$ cat src/include/two_wire_status_pkg.sv
// Function
// - Eight-bit status, five flags write-one-to-clear
// - Reset, idle, halt, disable clear status
// - Address or general-call match sets bit 2
// - New match blocks DMA, may interrupt
// - Master stall flag bit 3 after address
// - Stall holds clock low, suspends bus
// - Stall flag raises interrupt when enabled
// - Unacknowledged transmit byte sets bit 4
// - Negative acknowledge leaves buffer flag clear
// - Misplaced start/stop or arbitration sets bit 5
// - Buffer-waiting bit 6 when data needs service
// - Data access clears buffer-waiting flag
// - Start bit blocks read-clear of buffer flag
// - Stop after matched slave transfer sets bit 7
// - Bus conflict: error set, master cleared
// - Match in transmit sets buffer-waiting flag
// - Enabled without master flag acts as slave
package two_wire_status_pkg;
  // Register byte offsets
  localparam logic [7:0] OFS_DATA    = 8'h00;
  localparam logic [7:0] OFS_STATUS  = 8'h04;
  localparam logic [7:0] OFS_CONTROL = 8'h0C;
  localparam int         ADDR_W      = 8;
  localparam int         DATA_W      = 32;
  localparam int         REG_W       = 8;
  // Status bit positions
  localparam int ST_DIR    = 0;
  localparam int ST_MASTER = 1;
  localparam int ST_NEW_MATCH_FLAG = 2;
  localparam int ST_STALL  = 3;
  localparam int ST_NACK   = 4;
  localparam int ST_BERR   = 5;
  localparam int ST_BUFW   = 6;
  localparam int ST_SSTOP  = 7;
  // Control bit positions
  localparam int CT_ENABLE = 0;
  localparam int CT_INTERRUPT_ENABLE_BIT  = 1;
  localparam int CT_STALLE = 2;
  localparam int CT_START  = 3;
  localparam int CT_DMAEN  = 4;
  // Reset values
  localparam logic [7:0] STATUS_RST  = 8'h00;
  localparam logic [7:0] CONTROL_RST = 8'h00;
  localparam logic [7:0] DATA_RST    = 8'h00;
  // Bit counter: rises per byte, first and last illegal positions
  localparam logic [3:0] CNT_ZERO    = 4'h0;
  localparam logic [3:0] CNT_ONE     = 4'h1;
  localparam logic [3:0] CNT_ILL_LO  = 4'h2;
  localparam logic [3:0] CNT_ACK     = 4'h9;
  localparam int         SYNC_N      = 2;
  // Bus activity state
  typedef enum logic [1:0] {
    BUS_IDLE   = 2'b01,
    BUS_ACTIVE = 2'b10
  } bus_state_type;
endpackage

$ cat src/core/two_wire_status_flags.sv
`timescale 1ns/1ps
`default_nettype none
// Status flags of the two-wire controller with a Wishbone slave
module two_wire_status_flags (
  input  wire logic                                    i_clk,        // System clock
  input  wire logic                                    i_resetn,     // Sync reset, low
  // Wishbone classic slave
  input  wire logic                                    i_wb_cyc,     // Cycle
  input  wire logic                                    i_wb_stb,     // Strobe
  input  wire logic                                    i_wb_we,      // Write enable
  input  wire logic [two_wire_status_pkg::ADDR_W-1:0]  i_wb_adr,     // Byte address
  input  wire logic [3:0]                              i_wb_sel,     // Byte lanes
  input  wire logic [two_wire_status_pkg::DATA_W-1:0]  i_wb_dat,     // Write data
  output logic      [two_wire_status_pkg::DATA_W-1:0]  o_wb_dat,     // Read data
  output logic                                         o_wb_ack,     // Acknowledge
  // Bus pins
  input  wire logic                                    i_scl,        // Clock line in
  input  wire logic                                    i_sda,        // Data line in
  output logic                                         o_scl_out,    // Clock line drive
  output logic                                         o_scl_oe,     // Clock line enable
  // Sequencer events, same clock
  input  wire logic                                    i_match,      // Address match
  input  wire logic                                    i_gc_match,   // General call hit
  input  wire logic                                    i_addr_ok,    // Address sent ok
  input  wire logic                                    i_tx_nack,    // Byte not acked
  input  wire logic                                    i_byte_done,  // Byte needs service
  input  wire logic                                    i_arb_lost,   // Bus conflict
  input  wire logic                                    i_master_won, // Became master
  input  wire logic                                    i_dir_tx,     // Transmit direction
  input  wire logic [7:0]                              i_rx_byte,    // Received byte
  // System power state
  input  wire logic                                    i_idle_mode,  // Idle low power
  input  wire logic                                    i_halt_mode,  // Halt low power
  // Outputs to the rest of the controller
  output logic      [7:0]                              o_tx_byte,    // Byte to send
  output logic                                         o_suspend,    // Bus activity held
  output logic                                         o_slave_mode, // Acting as slave
  output logic                                         o_dma_req,    // DMA request
  output logic                                         o_irq         // Interrupt request
);
  import two_wire_status_pkg::*;

  ////////////////////////////////////////////////////////////////////////
  // Pin synchronisation and condition detection
  logic [SYNC_N-1:0] pins_sync;  // Synchronised clock and data
  logic              cond_start; // Start pulse
  logic              cond_stop;  // Stop pulse
  logic              scl_rise;   // Clock rise pulse
  logic              scl_fall;   // Clock fall pulse

  pin_sync u_sync (
    .i_clk    (i_clk),
    .i_resetn (i_resetn),
    .i_async  ({i_sda, i_scl}),
    .o_sync   (pins_sync)
  );

  bus_condition_detect u_detect (
    .i_clk      (i_clk),
    .i_resetn   (i_resetn),
    .i_scl      (pins_sync[0]),
    .i_sda      (pins_sync[1]),
    .o_start    (cond_start),
    .o_stop     (cond_stop),
    .o_scl_rise (scl_rise),
    .o_scl_fall (scl_fall)
  );

  ////////////////////////////////////////////////////////////////////////
  // Register state
  logic [7:0]    status_reg;     // Status flags
  logic [7:0]    status_next;
  logic [7:0]    control_reg;    // Control bits
  logic [7:0]    control_next;
  logic [7:0]    data_reg;       // Transmit byte
  logic [7:0]    data_next;
  logic          ack_reg;        // Bus acknowledge
  logic          ack_next;
  logic [31:0]   rdat_reg;       // Read data
  logic [31:0]   rdat_next;
  bus_state_type bus_reg;        // Bus activity
  bus_state_type bus_next;
  logic [3:0]    cnt_reg;        // Clock rises in byte
  logic [3:0]    cnt_next;
  logic          slv_act_reg;    // Matched slave transfer open
  logic          slv_act_next;

  // Decoded accesses
  logic access;     // Request present
  logic commit;     // Request completes this edge
  logic wr_lane0;   // Write with low lane
  logic hit_data;   // Data register addressed
  logic hit_stat;   // Status register addressed
  logic hit_ctrl;   // Control register addressed
  logic wipe;       // Status and bus-state clear condition
  logic illegal;    // Misplaced start or stop
  logic any_match;  // Own or general-call match

  // Address compare used for three registers
  function automatic logic addr_is(input logic [ADDR_W-1:0] a,
                                   input logic [7:0] ofs);
    addr_is = (a == ofs);
  endfunction

  always_comb begin
    access    = i_wb_cyc & i_wb_stb;
    commit    = access & ack_reg;
    wr_lane0  = commit & i_wb_we & i_wb_sel[0];
    hit_data  = addr_is(i_wb_adr, OFS_DATA);
    hit_stat  = addr_is(i_wb_adr, OFS_STATUS);
    hit_ctrl  = addr_is(i_wb_adr, OFS_CONTROL);
    any_match = i_match | i_gc_match;
    // Low-power entry or disable wipes the flags
    wipe      = ~control_reg[CT_ENABLE] | i_idle_mode | i_halt_mode;
    // Start or stop during bits 2..8 or the ack slot
    illegal   = (cond_start | cond_stop) & (bus_reg == BUS_ACTIVE)
                & (cnt_reg >= CNT_ILL_LO) & (cnt_reg <= CNT_ACK);
  end

  ////////////////////////////////////////////////////////////////////////
  // Wishbone slave: ack one cycle after the request, dropped next cycle
  always_comb begin
    ack_next  = access & ~ack_reg;
    rdat_next = rdat_reg;
    if (!i_resetn) begin
      ack_next  = 1'b0;
      rdat_next = 32'h0000_0000;
    end else if (access & ~ack_reg) begin
      // Unmapped addresses answer with zero
      rdat_next = 32'h0000_0000;
      if (hit_data) begin
        rdat_next[7:0] = i_rx_byte;
      end else if (hit_stat) begin
        rdat_next[7:0] = status_reg;
      end else if (hit_ctrl) begin
        rdat_next[7:0] = control_reg;
      end
    end
  end

  always_ff @(posedge i_clk) begin
    ack_reg  <= ack_next;
    rdat_reg <= rdat_next;
  end

  assign o_wb_ack = ack_reg;
  assign o_wb_dat = rdat_reg;

  ////////////////////////////////////////////////////////////////////////
  // Control and transmit data registers
  always_comb begin
    control_next = control_reg;
    data_next    = data_reg;
    if (!i_resetn) begin
      control_next = CONTROL_RST;
      data_next    = DATA_RST;
    end else begin
      if (wr_lane0 & hit_ctrl) begin
        control_next = i_wb_dat[7:0];
      end else if (i_addr_ok | wipe) begin
        // Start request ends once the address is out
        control_next[CT_START] = 1'b0;
      end
      if (wr_lane0 & hit_data) begin
        data_next = i_wb_dat[7:0];
      end
    end
  end

  always_ff @(posedge i_clk) begin
    control_reg <= control_next;
    data_reg    <= data_next;
  end

  ////////////////////////////////////////////////////////////////////////
  // Bus tracking: activity state and bit position
  always_comb begin
    bus_next     = bus_reg;
    cnt_next     = cnt_reg;
    slv_act_next = slv_act_reg;
    case (bus_reg)
      BUS_IDLE: begin
        if (cond_start) begin
          bus_next = BUS_ACTIVE;
          cnt_next = CNT_ZERO;
        end
      end
      BUS_ACTIVE: begin
        if (cond_stop) begin
          bus_next = BUS_IDLE;
        end else if (cond_start) begin
          // Repeated start begins a fresh address byte
          cnt_next = CNT_ZERO;
        end else if (scl_rise) begin
          cnt_next = cnt_reg + CNT_ONE;
        end else if (scl_fall & (cnt_reg == CNT_ACK)) begin
          cnt_next = CNT_ZERO;
        end
      end
      default: begin
        bus_next = BUS_IDLE;
        cnt_next = CNT_ZERO;
      end
    endcase
    // Matched slave transfer stays open until start or stop
    if (any_match) begin
      slv_act_next = 1'b1;
    end else if (cond_start | cond_stop) begin
      slv_act_next = 1'b0;
    end
    if (!i_resetn | wipe) begin
      bus_next     = BUS_IDLE;
      cnt_next     = CNT_ZERO;
      slv_act_next = 1'b0;
    end
  end

  always_ff @(posedge i_clk) begin
    bus_reg     <= bus_next;
    cnt_reg     <= cnt_next;
    slv_act_reg <= slv_act_next;
  end

  ////////////////////////////////////////////////////////////////////////
  // Status flags: hardware set always beats a software clear
  logic [7:0] w1c;        // Write-one-clear mask from software
  logic       bw_clear;   // Data access clears buffer flag
  logic       bw_set;     // Buffer needs service
  logic       st_set;     // Stall after address sent

  always_comb begin
    w1c = 8'h00;
    // Only these five take write-one-clear; the rest ignore writes
    if (wr_lane0 & hit_stat) begin
      w1c[ST_NEW_MATCH_FLAG] = i_wb_dat[ST_NEW_MATCH_FLAG];
      w1c[ST_STALL]  = i_wb_dat[ST_STALL];
      w1c[ST_NACK]   = i_wb_dat[ST_NACK];
      w1c[ST_BERR]   = i_wb_dat[ST_BERR];
      w1c[ST_SSTOP]  = i_wb_dat[ST_SSTOP];
    end
    // Read in receive, write in transmit; start bit protects reads
    bw_clear = commit & hit_data &
               ((i_wb_we & i_wb_sel[0] & status_reg[ST_DIR]) |
                (~i_wb_we & ~status_reg[ST_DIR]
                 & ~control_reg[CT_START]));
    // A nacked byte never asks for the next one
    bw_set = (i_byte_done & ~i_tx_nack)
             | (any_match & i_dir_tx);
    // Stall only counts while master and enabled
    st_set = i_addr_ok & status_reg[ST_MASTER]
             & control_reg[CT_STALLE] & ~i_tx_nack & ~i_arb_lost;
  end

  always_comb begin
    status_next = status_reg;
    // Write-one-clear first, hardware sets on top
    status_next = status_reg & ~w1c;
    if (any_match) begin
      status_next[ST_NEW_MATCH_FLAG] = 1'b1;
    end
    if (st_set) begin
      status_next[ST_STALL] = 1'b1;
    end
    if (i_tx_nack) begin
      status_next[ST_NACK] = 1'b1;
    end
    if (illegal | i_arb_lost) begin
      status_next[ST_BERR] = 1'b1;
    end
    if (cond_stop & slv_act_reg) begin
      status_next[ST_SSTOP] = 1'b1;
    end
    // Buffer flag: set wins over the access clear
    if (bw_set) begin
      status_next[ST_BUFW] = 1'b1;
    end else if (bw_clear | i_tx_nack) begin
      status_next[ST_BUFW] = 1'b0;
    end
    // Master and direction follow the bus, never software
    status_next[ST_DIR] = i_dir_tx;
    if (i_arb_lost) begin
      status_next[ST_MASTER] = 1'b0;
    end else if (i_master_won) begin
      status_next[ST_MASTER] = 1'b1;
    end
    if (!i_resetn | wipe) begin
      status_next = STATUS_RST;
    end
  end

  always_ff @(posedge i_clk) begin
    status_reg <= status_next;
  end

  ////////////////////////////////////////////////////////////////////////
  // Outputs
  // Stall pulls the clock line low; the line is open drain
  assign o_scl_out = 1'b0;
  assign o_scl_oe  = status_reg[ST_STALL];
  assign o_suspend = status_reg[ST_STALL];
  assign o_tx_byte = data_reg;

  // Slave whenever enabled and not master
  assign o_slave_mode = control_reg[CT_ENABLE] & ~status_reg[ST_MASTER];

  // DMA held off while a new match waits for software
  assign o_dma_req = control_reg[CT_DMAEN] & status_reg[ST_BUFW]
                     & ~status_reg[ST_NEW_MATCH_FLAG];

  // Level interrupt while match or stall pending and enabled
  assign o_irq = control_reg[CT_INTERRUPT_ENABLE_BIT] &
                 (status_reg[ST_NEW_MATCH_FLAG]
                  | status_reg[ST_STALL]);
endmodule
`default_nettype wire

$ cat src/core/pin_sync.sv
`timescale 1ns/1ps
`default_nettype none
// Two-stage synchroniser for the bus pins
module pin_sync (
  input  wire logic                                  i_clk,    // System clock
  input  wire logic                                  i_resetn, // Sync reset, low
  input  wire logic [two_wire_status_pkg::SYNC_N-1:0] i_async,  // Raw pin levels
  output logic      [two_wire_status_pkg::SYNC_N-1:0] o_sync    // Synchronised levels
);
  import two_wire_status_pkg::*;

  logic [SYNC_N-1:0] meta_reg;  // First stage, read only by second
  logic [SYNC_N-1:0] sync_reg;  // Second stage
  logic [SYNC_N-1:0] meta_next;
  logic [SYNC_N-1:0] sync_next;

  ////////////////////////////////////////////////////////////////////////
  // Idle bus is high, so reset to ones avoids a false start
  genvar g;
  generate
    for (g = 0; g < SYNC_N; g++) begin : g_bit
      always_comb begin
        meta_next[g] = i_resetn ? i_async[g] : 1'b1;
        sync_next[g] = i_resetn ? meta_reg[g] : 1'b1;
      end
    end
  endgenerate

  // Register both stages
  always_ff @(posedge i_clk) begin
    meta_reg <= meta_next;
    sync_reg <= sync_next;
  end

  assign o_sync = sync_reg;
endmodule
`default_nettype wire

$ cat src/core/bus_condition_detect.sv
`timescale 1ns/1ps
`default_nettype none
// Start, stop and clock edge detection on synchronised lines
module bus_condition_detect (
  input  wire logic i_clk,      // System clock
  input  wire logic i_resetn,   // Sync reset, low
  input  wire logic i_scl,      // Synchronised clock line
  input  wire logic i_sda,      // Synchronised data line
  output logic      o_start,    // Start seen, pulse
  output logic      o_stop,     // Stop seen, pulse
  output logic      o_scl_rise, // Clock rising, pulse
  output logic      o_scl_fall  // Clock falling, pulse
);
  import two_wire_status_pkg::*;

  logic scl_d_reg;  // Previous clock level
  logic sda_d_reg;  // Previous data level
  logic scl_d_next;
  logic sda_d_next;

  ////////////////////////////////////////////////////////////////////////
  // Delay copies; idle high after reset
  always_comb begin
    scl_d_next = i_resetn ? i_scl : 1'b1;
    sda_d_next = i_resetn ? i_sda : 1'b1;
  end

  always_ff @(posedge i_clk) begin
    scl_d_reg <= scl_d_next;
    sda_d_reg <= sda_d_next;
  end

  // Data change while clock high marks start or stop
  assign o_start    = scl_d_reg & i_scl & sda_d_reg & ~i_sda;
  assign o_stop     = scl_d_reg & i_scl & ~sda_d_reg & i_sda;
  assign o_scl_rise = ~scl_d_reg & i_scl;
  assign o_scl_fall = scl_d_reg & ~i_scl;
endmodule
`default_nettype wire

$ cat config.mk
export PLATFORM = sky130hd
export DESIGN_NAME = two_wire_status_flags
export DESIGN_NICKNAME = d
export VERILOG_FILES = /design/src/include/two_wire_status_pkg.sv /design/src/core/two_wire_status_flags.sv /design/src/core/pin_sync.sv /design/src/core/bus_condition_detect.sv
export SDC_FILE = /design/constraint.sdc
export NUM_CORES = 1
export LEC_CHECK = 0
export BUFFER_PORTS_ARGS = -buffer_cell sky130_fd_sc_hd__buf_2
export CORE_MARGIN = 5
export CORE_UTILIZATION = 42
export CTS_BUF_LIST = sky130_fd_sc_hd__clkbuf_4
export CTS_CLUSTER_SIZE = 16
export DETAILED_ROUTE_END_ITERATION = 12
export PLACE_DENSITY = 0.85
export SYNTH_ARGS = -nofsm -noshare
export SYNTH_HDL_FRONTEND = slang
export SYNTH_SLANG_ARGS = --single-unit
$ cat constraint.sdc
create_clock -name i_clk -period 1.85 [get_ports i_clk]
set_input_delay 0.37 -clock i_clk [delete_from_list [all_inputs] [get_ports i_clk]]
set_output_delay 0.37 -clock i_clk [all_outputs]
set_load 0.005 [all_outputs]
==> flow_summary.json, run 1 <==
{
  "async_flop_share": 0,
  "maxClockFrequency_ghz": 0.596,
  "worst_hold_path_type": "in2reg",
  "cts_htree_levels": 2,
  "row_count": 26,
  "drt_pre_antenna_iters": 4,
  "post_synth_inst_count": 241,
  "report.final.hold_viol_count": 0,
  "synth_area_per_cell_sq_um": 9.36,
  "num_io_pins": 116,
  "power.density_nw_per_um2": 614,
  "number_of_antenna_violations_at_the_first_check_in_global_routing": 0,
  "cts.root.buffer_cell": "sky130_fd_sc_hd__clkbuf_4",
  "finalWeightedCongestion": 0.835,
  "first_global_vias": 1837,
  "die_height_um": 83.3,
  "clock_tree_from_tritoncts": "done",
  "port-buffer-count": 63,
  "pre_cts_setup_slack_ps": -101,
  "synthDominantCellAreaShare": 0.408,
  "outcome": "finished clean",
  "required_time_of_the_critical_path_ps": 2110,
  "gr-usage-all-layers": 0.150,
  "grt_start_max_net_pins": 26,
  "final_instance_area_sq_um": 2640,
  "insertion_delay_ps": 370,
  "yosysTopAreaCell": "sky130_fd_sc_hd__dfxtp_1",
  "post_cts_resize_count": 0,
  "layout-area-overhead-vs-synth_pct": 17.0,
  "layout.cells.most_common": "sky130_fd_sc_hd__buf_2",
  "synth-edff-count": 0,
  "worst_setup_path_category": "reg2reg",
  "total_routed_wirelength_um": 5360,
  "antenna-diode-count": 0,
  "synth_top_cells_by_area": "sky130_fd_sc_hd__dfxtp_1 (41%), sky130_fd_sc_hd__buf_4 (8.7%), sky130_fd_sc_hd__mux2i_1 (6.7%), sky130_fd_sc_hd__nor2_1 (5.0%), sky130_fd_sc_hd__mux2_2 (4.0%)",
  "postRouteAntennaNets": 0,
  "worst_setup_hold_path_clk_slew_ps": 130,
  "synth-seq-area-share": 0.408,
  "vias_per_cell": 5.17,
  "detailed_place.area_sq_um": 2580,
  "mostFrequentLayoutCells": "sky130_fd_sc_hd__buf_2 (63), sky130_fd_sc_hd__dfxtp_1 (46), sky130_fd_sc_hd__nor2_1 (30), sky130_fd_sc_hd__conb_1 (25), sky130_fd_sc_hd__mux2i_1 (15)",
  "critical-path-slowest-cell": "sky130_fd_sc_hd__or4_4",
  "route.detailed.wl_per_inst_um": 14.0,
  "timing_max_transition_violations_final": 0,
  "grt_pass1_wl_um": 8690,
  "dominantRegCellSynth": "sky130_fd_sc_hd__dfxtp_1",
  "timing.final.crit_share": 0.907,
  "drive_above_1_share": 0.307,
  "design.core.area_sq_um": 5170,
  "setup_viol": 0,
  "netlist_area_pre_place_sq_um": 2250,
  "routed-via-count": 1979,
  "timing.critical_path.from_type": "flop",
  "power.leakage_nw": 1.27,
  "cts.hold.buffers_added": 0,
  "die_area_sq_um": 6930,
  "final_util": 0.510,
  "number_of_buffers_added_for_setup_after_cts": 0,
  "fillers": 503,
  "synth-seq-cells": 46,
  "post_synth_num_cell_types": 46,
  "detail_route.drc_violations": 0,
  "die_width_um": 83.3,
  "dpl.hpwl_um": 4100,
  "timing.critical_path.cells": "or3b_2, or4_4, mux2i_1, nor2_1",
  "timing.critical_path.arrival_ps": 1940,
  "final_net_count": 385,
  "ys_warn_count": 0,
  "cts_made_buffers": 5,
  "drv.max_cap_violation_count": 0,
  "final_period_minus_worst_setup_slack_ps": 1680,
  "max-clock-path-buffers": 2,
  "cp_slowest_stage_delay_ps": 540,
  "finalWorstSetupSlack_ps": 171,
  "start_util": 0.436,
  "timing.setup.tns_ps": 0,
  "worstSetupEndpointType": "flop",
  "grt_overflow_total": 0,
  "crit_path_max_fanout": 8,
  "clkSinkCount": 46,
  "fin_skew_ps": 9.59,
  "drt_iter0_drc": 122,
  "vdd.ir_drop.worst_v": 0.000400,
  "rsz0062_at_grt": "false"
}
[critical path: cells and delay by family, from the launching register on]
kind,cells,cell delay (ps)
flops,1,350
mux,1,190
simple gates,3,1030
[stage by stage]
step	instances	total power, W	hold WS [ps]
after CTS	383	0.00163	161
after global placement	375	0.00116	389
after detailed placement	375	0.00117	397
after global routing	383	0.00169	156
after floorplan	265	0.00112	385
final	383	0.00162	167
[final cells by class]
class	count	area, sq um	area share
Multi-Input combinational cell	182	1170	0.444
Sequential cell	46	921	0.349
Timing Repair Buffer	73	390	0.148
Tap cell	70	87.6	0.0332
Clock buffer	6	45.0	0.0171
Inverter	4	15.0	0.00569
Clock inverter	2	8.76	0.00332
[layer usage]
metal | up-vias | GRT usage | share of wire
li1 | 958 | - | -
met1 | 928 | 0.200 | 0.47
met2 | 84 | 0.231 | 0.44
met3 | 9 | 0.0426 | 0.080
met4 | 0 | 0.0565 | 0.010
met5 | - | 0 | 0
[power breakdown]
part	internal (W)	switching [W]
Clock	0.000158	0.000313
Sequential	0.000996	0.00000411
Combinational	0.0000647	0.0000827
Total	0.00122	0.000400
[cells by family after synthesis]
| group | count (synthesis) | share of synthesized area |
|---|---|---|
| and+or+nand+nor | 85 | 0.205 |
| buffers and inverters | 37 | 0.112 |
| xor gates and xnor gates | 1 | 0.00389 |
| adders and majority gates | 4 | 0.0222 |
| AOI/OAI and AO/OA | 44 | 0.140 |
| other | 1 | 0.00166 |
| muxes | 23 | 0.107 |
| DFF | 46 | 0.408 |
[cell usage after synthesis, types with 2 or more instances]
library cell / number
sky130_fd_sc_hd__mux2_2: 8
sky130_fd_sc_hd__nor2_1: 30
sky130_fd_sc_hd__and2_1: 3
sky130_fd_sc_hd__nand3_1: 7
sky130_fd_sc_hd__nand2b_1: 6
sky130_fd_sc_hd__nand4b_1: 2
sky130_fd_sc_hd__o21a_1: 2
sky130_fd_sc_hd__a22oi_1: 8
sky130_fd_sc_hd__mux2i_1: 15
sky130_fd_sc_hd__a22o_1: 8
sky130_fd_sc_hd__buf_4: 26
sky130_fd_sc_hd__nor3_1: 5
sky130_fd_sc_hd__nor4_1: 3
sky130_fd_sc_hd__clkbuf_1: 4
sky130_fd_sc_hd__dfxtp_1: 46
sky130_fd_sc_hd__or2b_1: 2
sky130_fd_sc_hd__o21ai_0: 7
sky130_fd_sc_hd__inv_1: 3
sky130_fd_sc_hd__o22ai_1: 3
sky130_fd_sc_hd__nor2b_1: 3
sky130_fd_sc_hd__nand4_1: 2
sky130_fd_sc_hd__a31oi_1: 3
sky130_fd_sc_hd__nand3b_1: 2
sky130_fd_sc_hd__a311oi_1: 4
sky130_fd_sc_hd__nand2_1: 10
sky130_fd_sc_hd__ha_1: 4
sky130_fd_sc_hd__buf_6: 2
sky130_fd_sc_hd__or4_4: 3
sky130_fd_sc_hd__a21oi_1: 3
[final timing paths]
check | startpoint | cells past startpoint | to | slack [ps]
worst max-delay path | o_wb_ack$_SDFF_PN0_ | 4 | o_tx_byte[0]$_SDFFE_PN0P_ | 170
worst min-delay path | i_sda | 2 | u_sync.meta_reg[1]$_SDFF_PN1_ | 170
worst max register to register | o_wb_ack$_SDFF_PN0_ | 4 | o_tx_byte[0]$_SDFFE_PN0P_ | 170
worst min register to register | u_sync.meta_reg[1]$_SDFF_PN1_ | 1 | u_sync.o_sync[1]$_SDFF_PN1_ | 420
Power figures use the tool's default switching activity.
==> inputs of run 2 (changes only) <==
--- a/config.mk
+++ b/config.mk
@@ -5,13 +5,14 @@
 export SDC_FILE = /design/constraint.sdc
 export NUM_CORES = 1
 export LEC_CHECK = 0
-export BUFFER_PORTS_ARGS = -buffer_cell sky130_fd_sc_hd__buf_2
+export BUFFER_PORTS_ARGS = -buffer_cell sky130_fd_sc_hd__clkbuf_2
 export CORE_MARGIN = 5
 export CORE_UTILIZATION = 42
 export CTS_BUF_LIST = sky130_fd_sc_hd__clkbuf_4
 export CTS_CLUSTER_SIZE = 16
 export DETAILED_ROUTE_END_ITERATION = 12
 export PLACE_DENSITY = 0.85
+export RECOVER_POWER = 50
 export SYNTH_ARGS = -nofsm -noshare
 export SYNTH_HDL_FRONTEND = slang
 export SYNTH_SLANG_ARGS = --single-unit
==> flow_summary.json, run 2 (synthesized netlist as in run 1, its figures left out) <==
{
  "outcome": "finished clean",
  "insertion_delay_ps": 370,
  "drv.max_cap_violation_count": 0,
  "timing.final.crit_share": 0.950,
  "final_net_count": 385,
  "route.detailed.wl_per_inst_um": 14.1,
  "antenna-diode-count": 0,
  "wl_met2_um": 2390,
  "critical-path-slowest-cell": "sky130_fd_sc_hd__or4_4",
  "worstSetupEndpointType": "flop",
  "final_period_minus_worst_setup_slack_ps": 1760,
  "fin_skew_ps": 16.1,
  "post_cts_resize_count": 0,
  "mostFrequentLayoutCells": "sky130_fd_sc_hd__clkbuf_2 (55), sky130_fd_sc_hd__dfxtp_1 (46), sky130_fd_sc_hd__nor2_1 (30), sky130_fd_sc_hd__conb_1 (25), sky130_fd_sc_hd__mux2i_1 (15)",
  "report.final.hold_viol_count": 0,
  "postRouteAntennaNets": 0,
  "worst_setup_hold_path_clk_slew_ps": 130,
  "finalWeightedCongestion": 0.825,
  "met3_wirelength_um": 403,
  "timing.reg2reg.setup_slack_ps": 90,
  "vias_per_cell": 5.18,
  "max-clock-path-buffers": 2,
  "start_util": 0.436,
  "gr-usage-all-layers": 0.153,
  "detail_route.drc_violations": 0,
  "post-layout-total-power_w": 0.00173,
  "number_of_buffers_added_for_setup_after_cts": 0,
  "dpl.hpwl_um": 4150,
  "drt_iter0_drc": 139,
  "number_of_antenna_violations_at_the_first_check_in_global_routing": 0,
  "required_time_of_the_critical_path_ps": 2120,
  "clock_tree_from_tritoncts": "done",
  "timing.critical_path.cells": "or3b_2, or4_4, mux2i_1, nor2_1",
  "first_global_vias": 1863,
  "cts.hold.buffers_added": 0,
  "setup_viol": 0,
  "timing.critical_path.arrival_ps": 2030,
  "maxClockFrequency_ghz": 0.569,
  "worst_hold_path_type": "in2reg",
  "grt_overflow_total": 0,
  "cts_htree_levels": 2,
  "num_io_pins": 116,
  "timing.setup.tns_ps": 0,
  "worst_setup_path_category": "reg2reg",
  "power.leakage_nw": 1.22,
  "grt_pass1_wl_um": 8850,
  "vdd.ir_drop.worst_v": 0.000333,
  "timing_max_transition_violations_final": 0,
  "final_util": 0.507,
  "die_height_um": 83.3,
  "layout-area-overhead-vs-synth_pct": 16.4,
  "design.core.area_sq_um": 5170,
  "cts_made_buffers": 5,
  "clkSinkCount": 46,
  "drt_pre_antenna_iters": 4,
  "cts.root.buffer_cell": "sky130_fd_sc_hd__clkbuf_4",
  "die_width_um": 83.3,
  "drive_above_1_share": 0.263,
  "m1WireLength_um": 2490,
  "routed-via-count": 1977,
  "port-buffer-count": 63,
  "highest_metal_layer_with_signal_wires": "met4",
  "total_routed_wirelength_um": 5370,
  "layout.cells.most_common": "sky130_fd_sc_hd__clkbuf_2",
  "timing.critical_path.from_type": "flop",
  "crit_path_max_fanout": 8,
  "power.density_nw_per_um2": 659,
  "die_area_sq_um": 6930,
  "rsz0062_at_grt": "false",
  "grt_start_max_net_pins": 26,
  "row_count": 26,
  "cp_slowest_stage_delay_ps": 640
}
-- run 2: final cells by class --
type / instances / area [sq um]
Timing Repair Buffer: 73 / 365
Multi-Input combinational cell: 182 / 1160
Sequential cell: 46 / 921
Fill cell: 521 / 2550
Tap cell: 70 / 87.6
Clock inverter: 2 / 33.8
Inverter: 4 / 15.0
Clock buffer: 5 / 37.5
-- run 2: stage by stage --
step           instances  cell area, sq um  hold slack [ps]  setup slack [ps]
3_5_place_dp         375              2580              397             -94.8
5_1_grt              382              2630              162              15.1
3_3_place_gp         375              2580              389             -67.4
4_1_cts              382              2660              167              85.4
6_report             382              2630              180              91.9
2_1_floorplan        265              2340              385              12.5
-- run 2: worst paths after layout --
check,from,endpoint,cells after the start
setup / recovery,o_wb_ack$_SDFF_PN0_,o_tx_byte[0]$_SDFFE_PN0P_,4
hold / removal,i_scl,u_sync.meta_reg[0]$_SDFF_PN1_,2
setup reg to reg,o_wb_ack$_SDFF_PN0_,o_tx_byte[0]$_SDFFE_PN0P_,4
hold reg to reg,u_sync.meta_reg[0]$_SDFF_PN1_,u_sync.o_sync[0]$_SDFF_PN1_,1
-- run 2: critical path: cells and delay by family, from the launching register on --
kind	cells	cell delay, ps
flip-flops	1	340
multiplexers	1	190
AND/OR/NAND/NOR	3	1130
-- run 2: power by group --
| group | switching [W] | internal [W] |
|---|---|---|
| Combinational | 0.0000813 | 0.0000623 |
| Clock | 0.000313 | 0.000273 |
| Sequential | 0.00000423 | 0.000997 |
-- run 2: per-layer routing --
layer / up-vias / global-route usage
li1: 955 / -
met3: 9 / 0.0554
met4: 0 / 0.0431
met5: - / 0
met1: 935 / 0.195
met2: 78 / 0.243
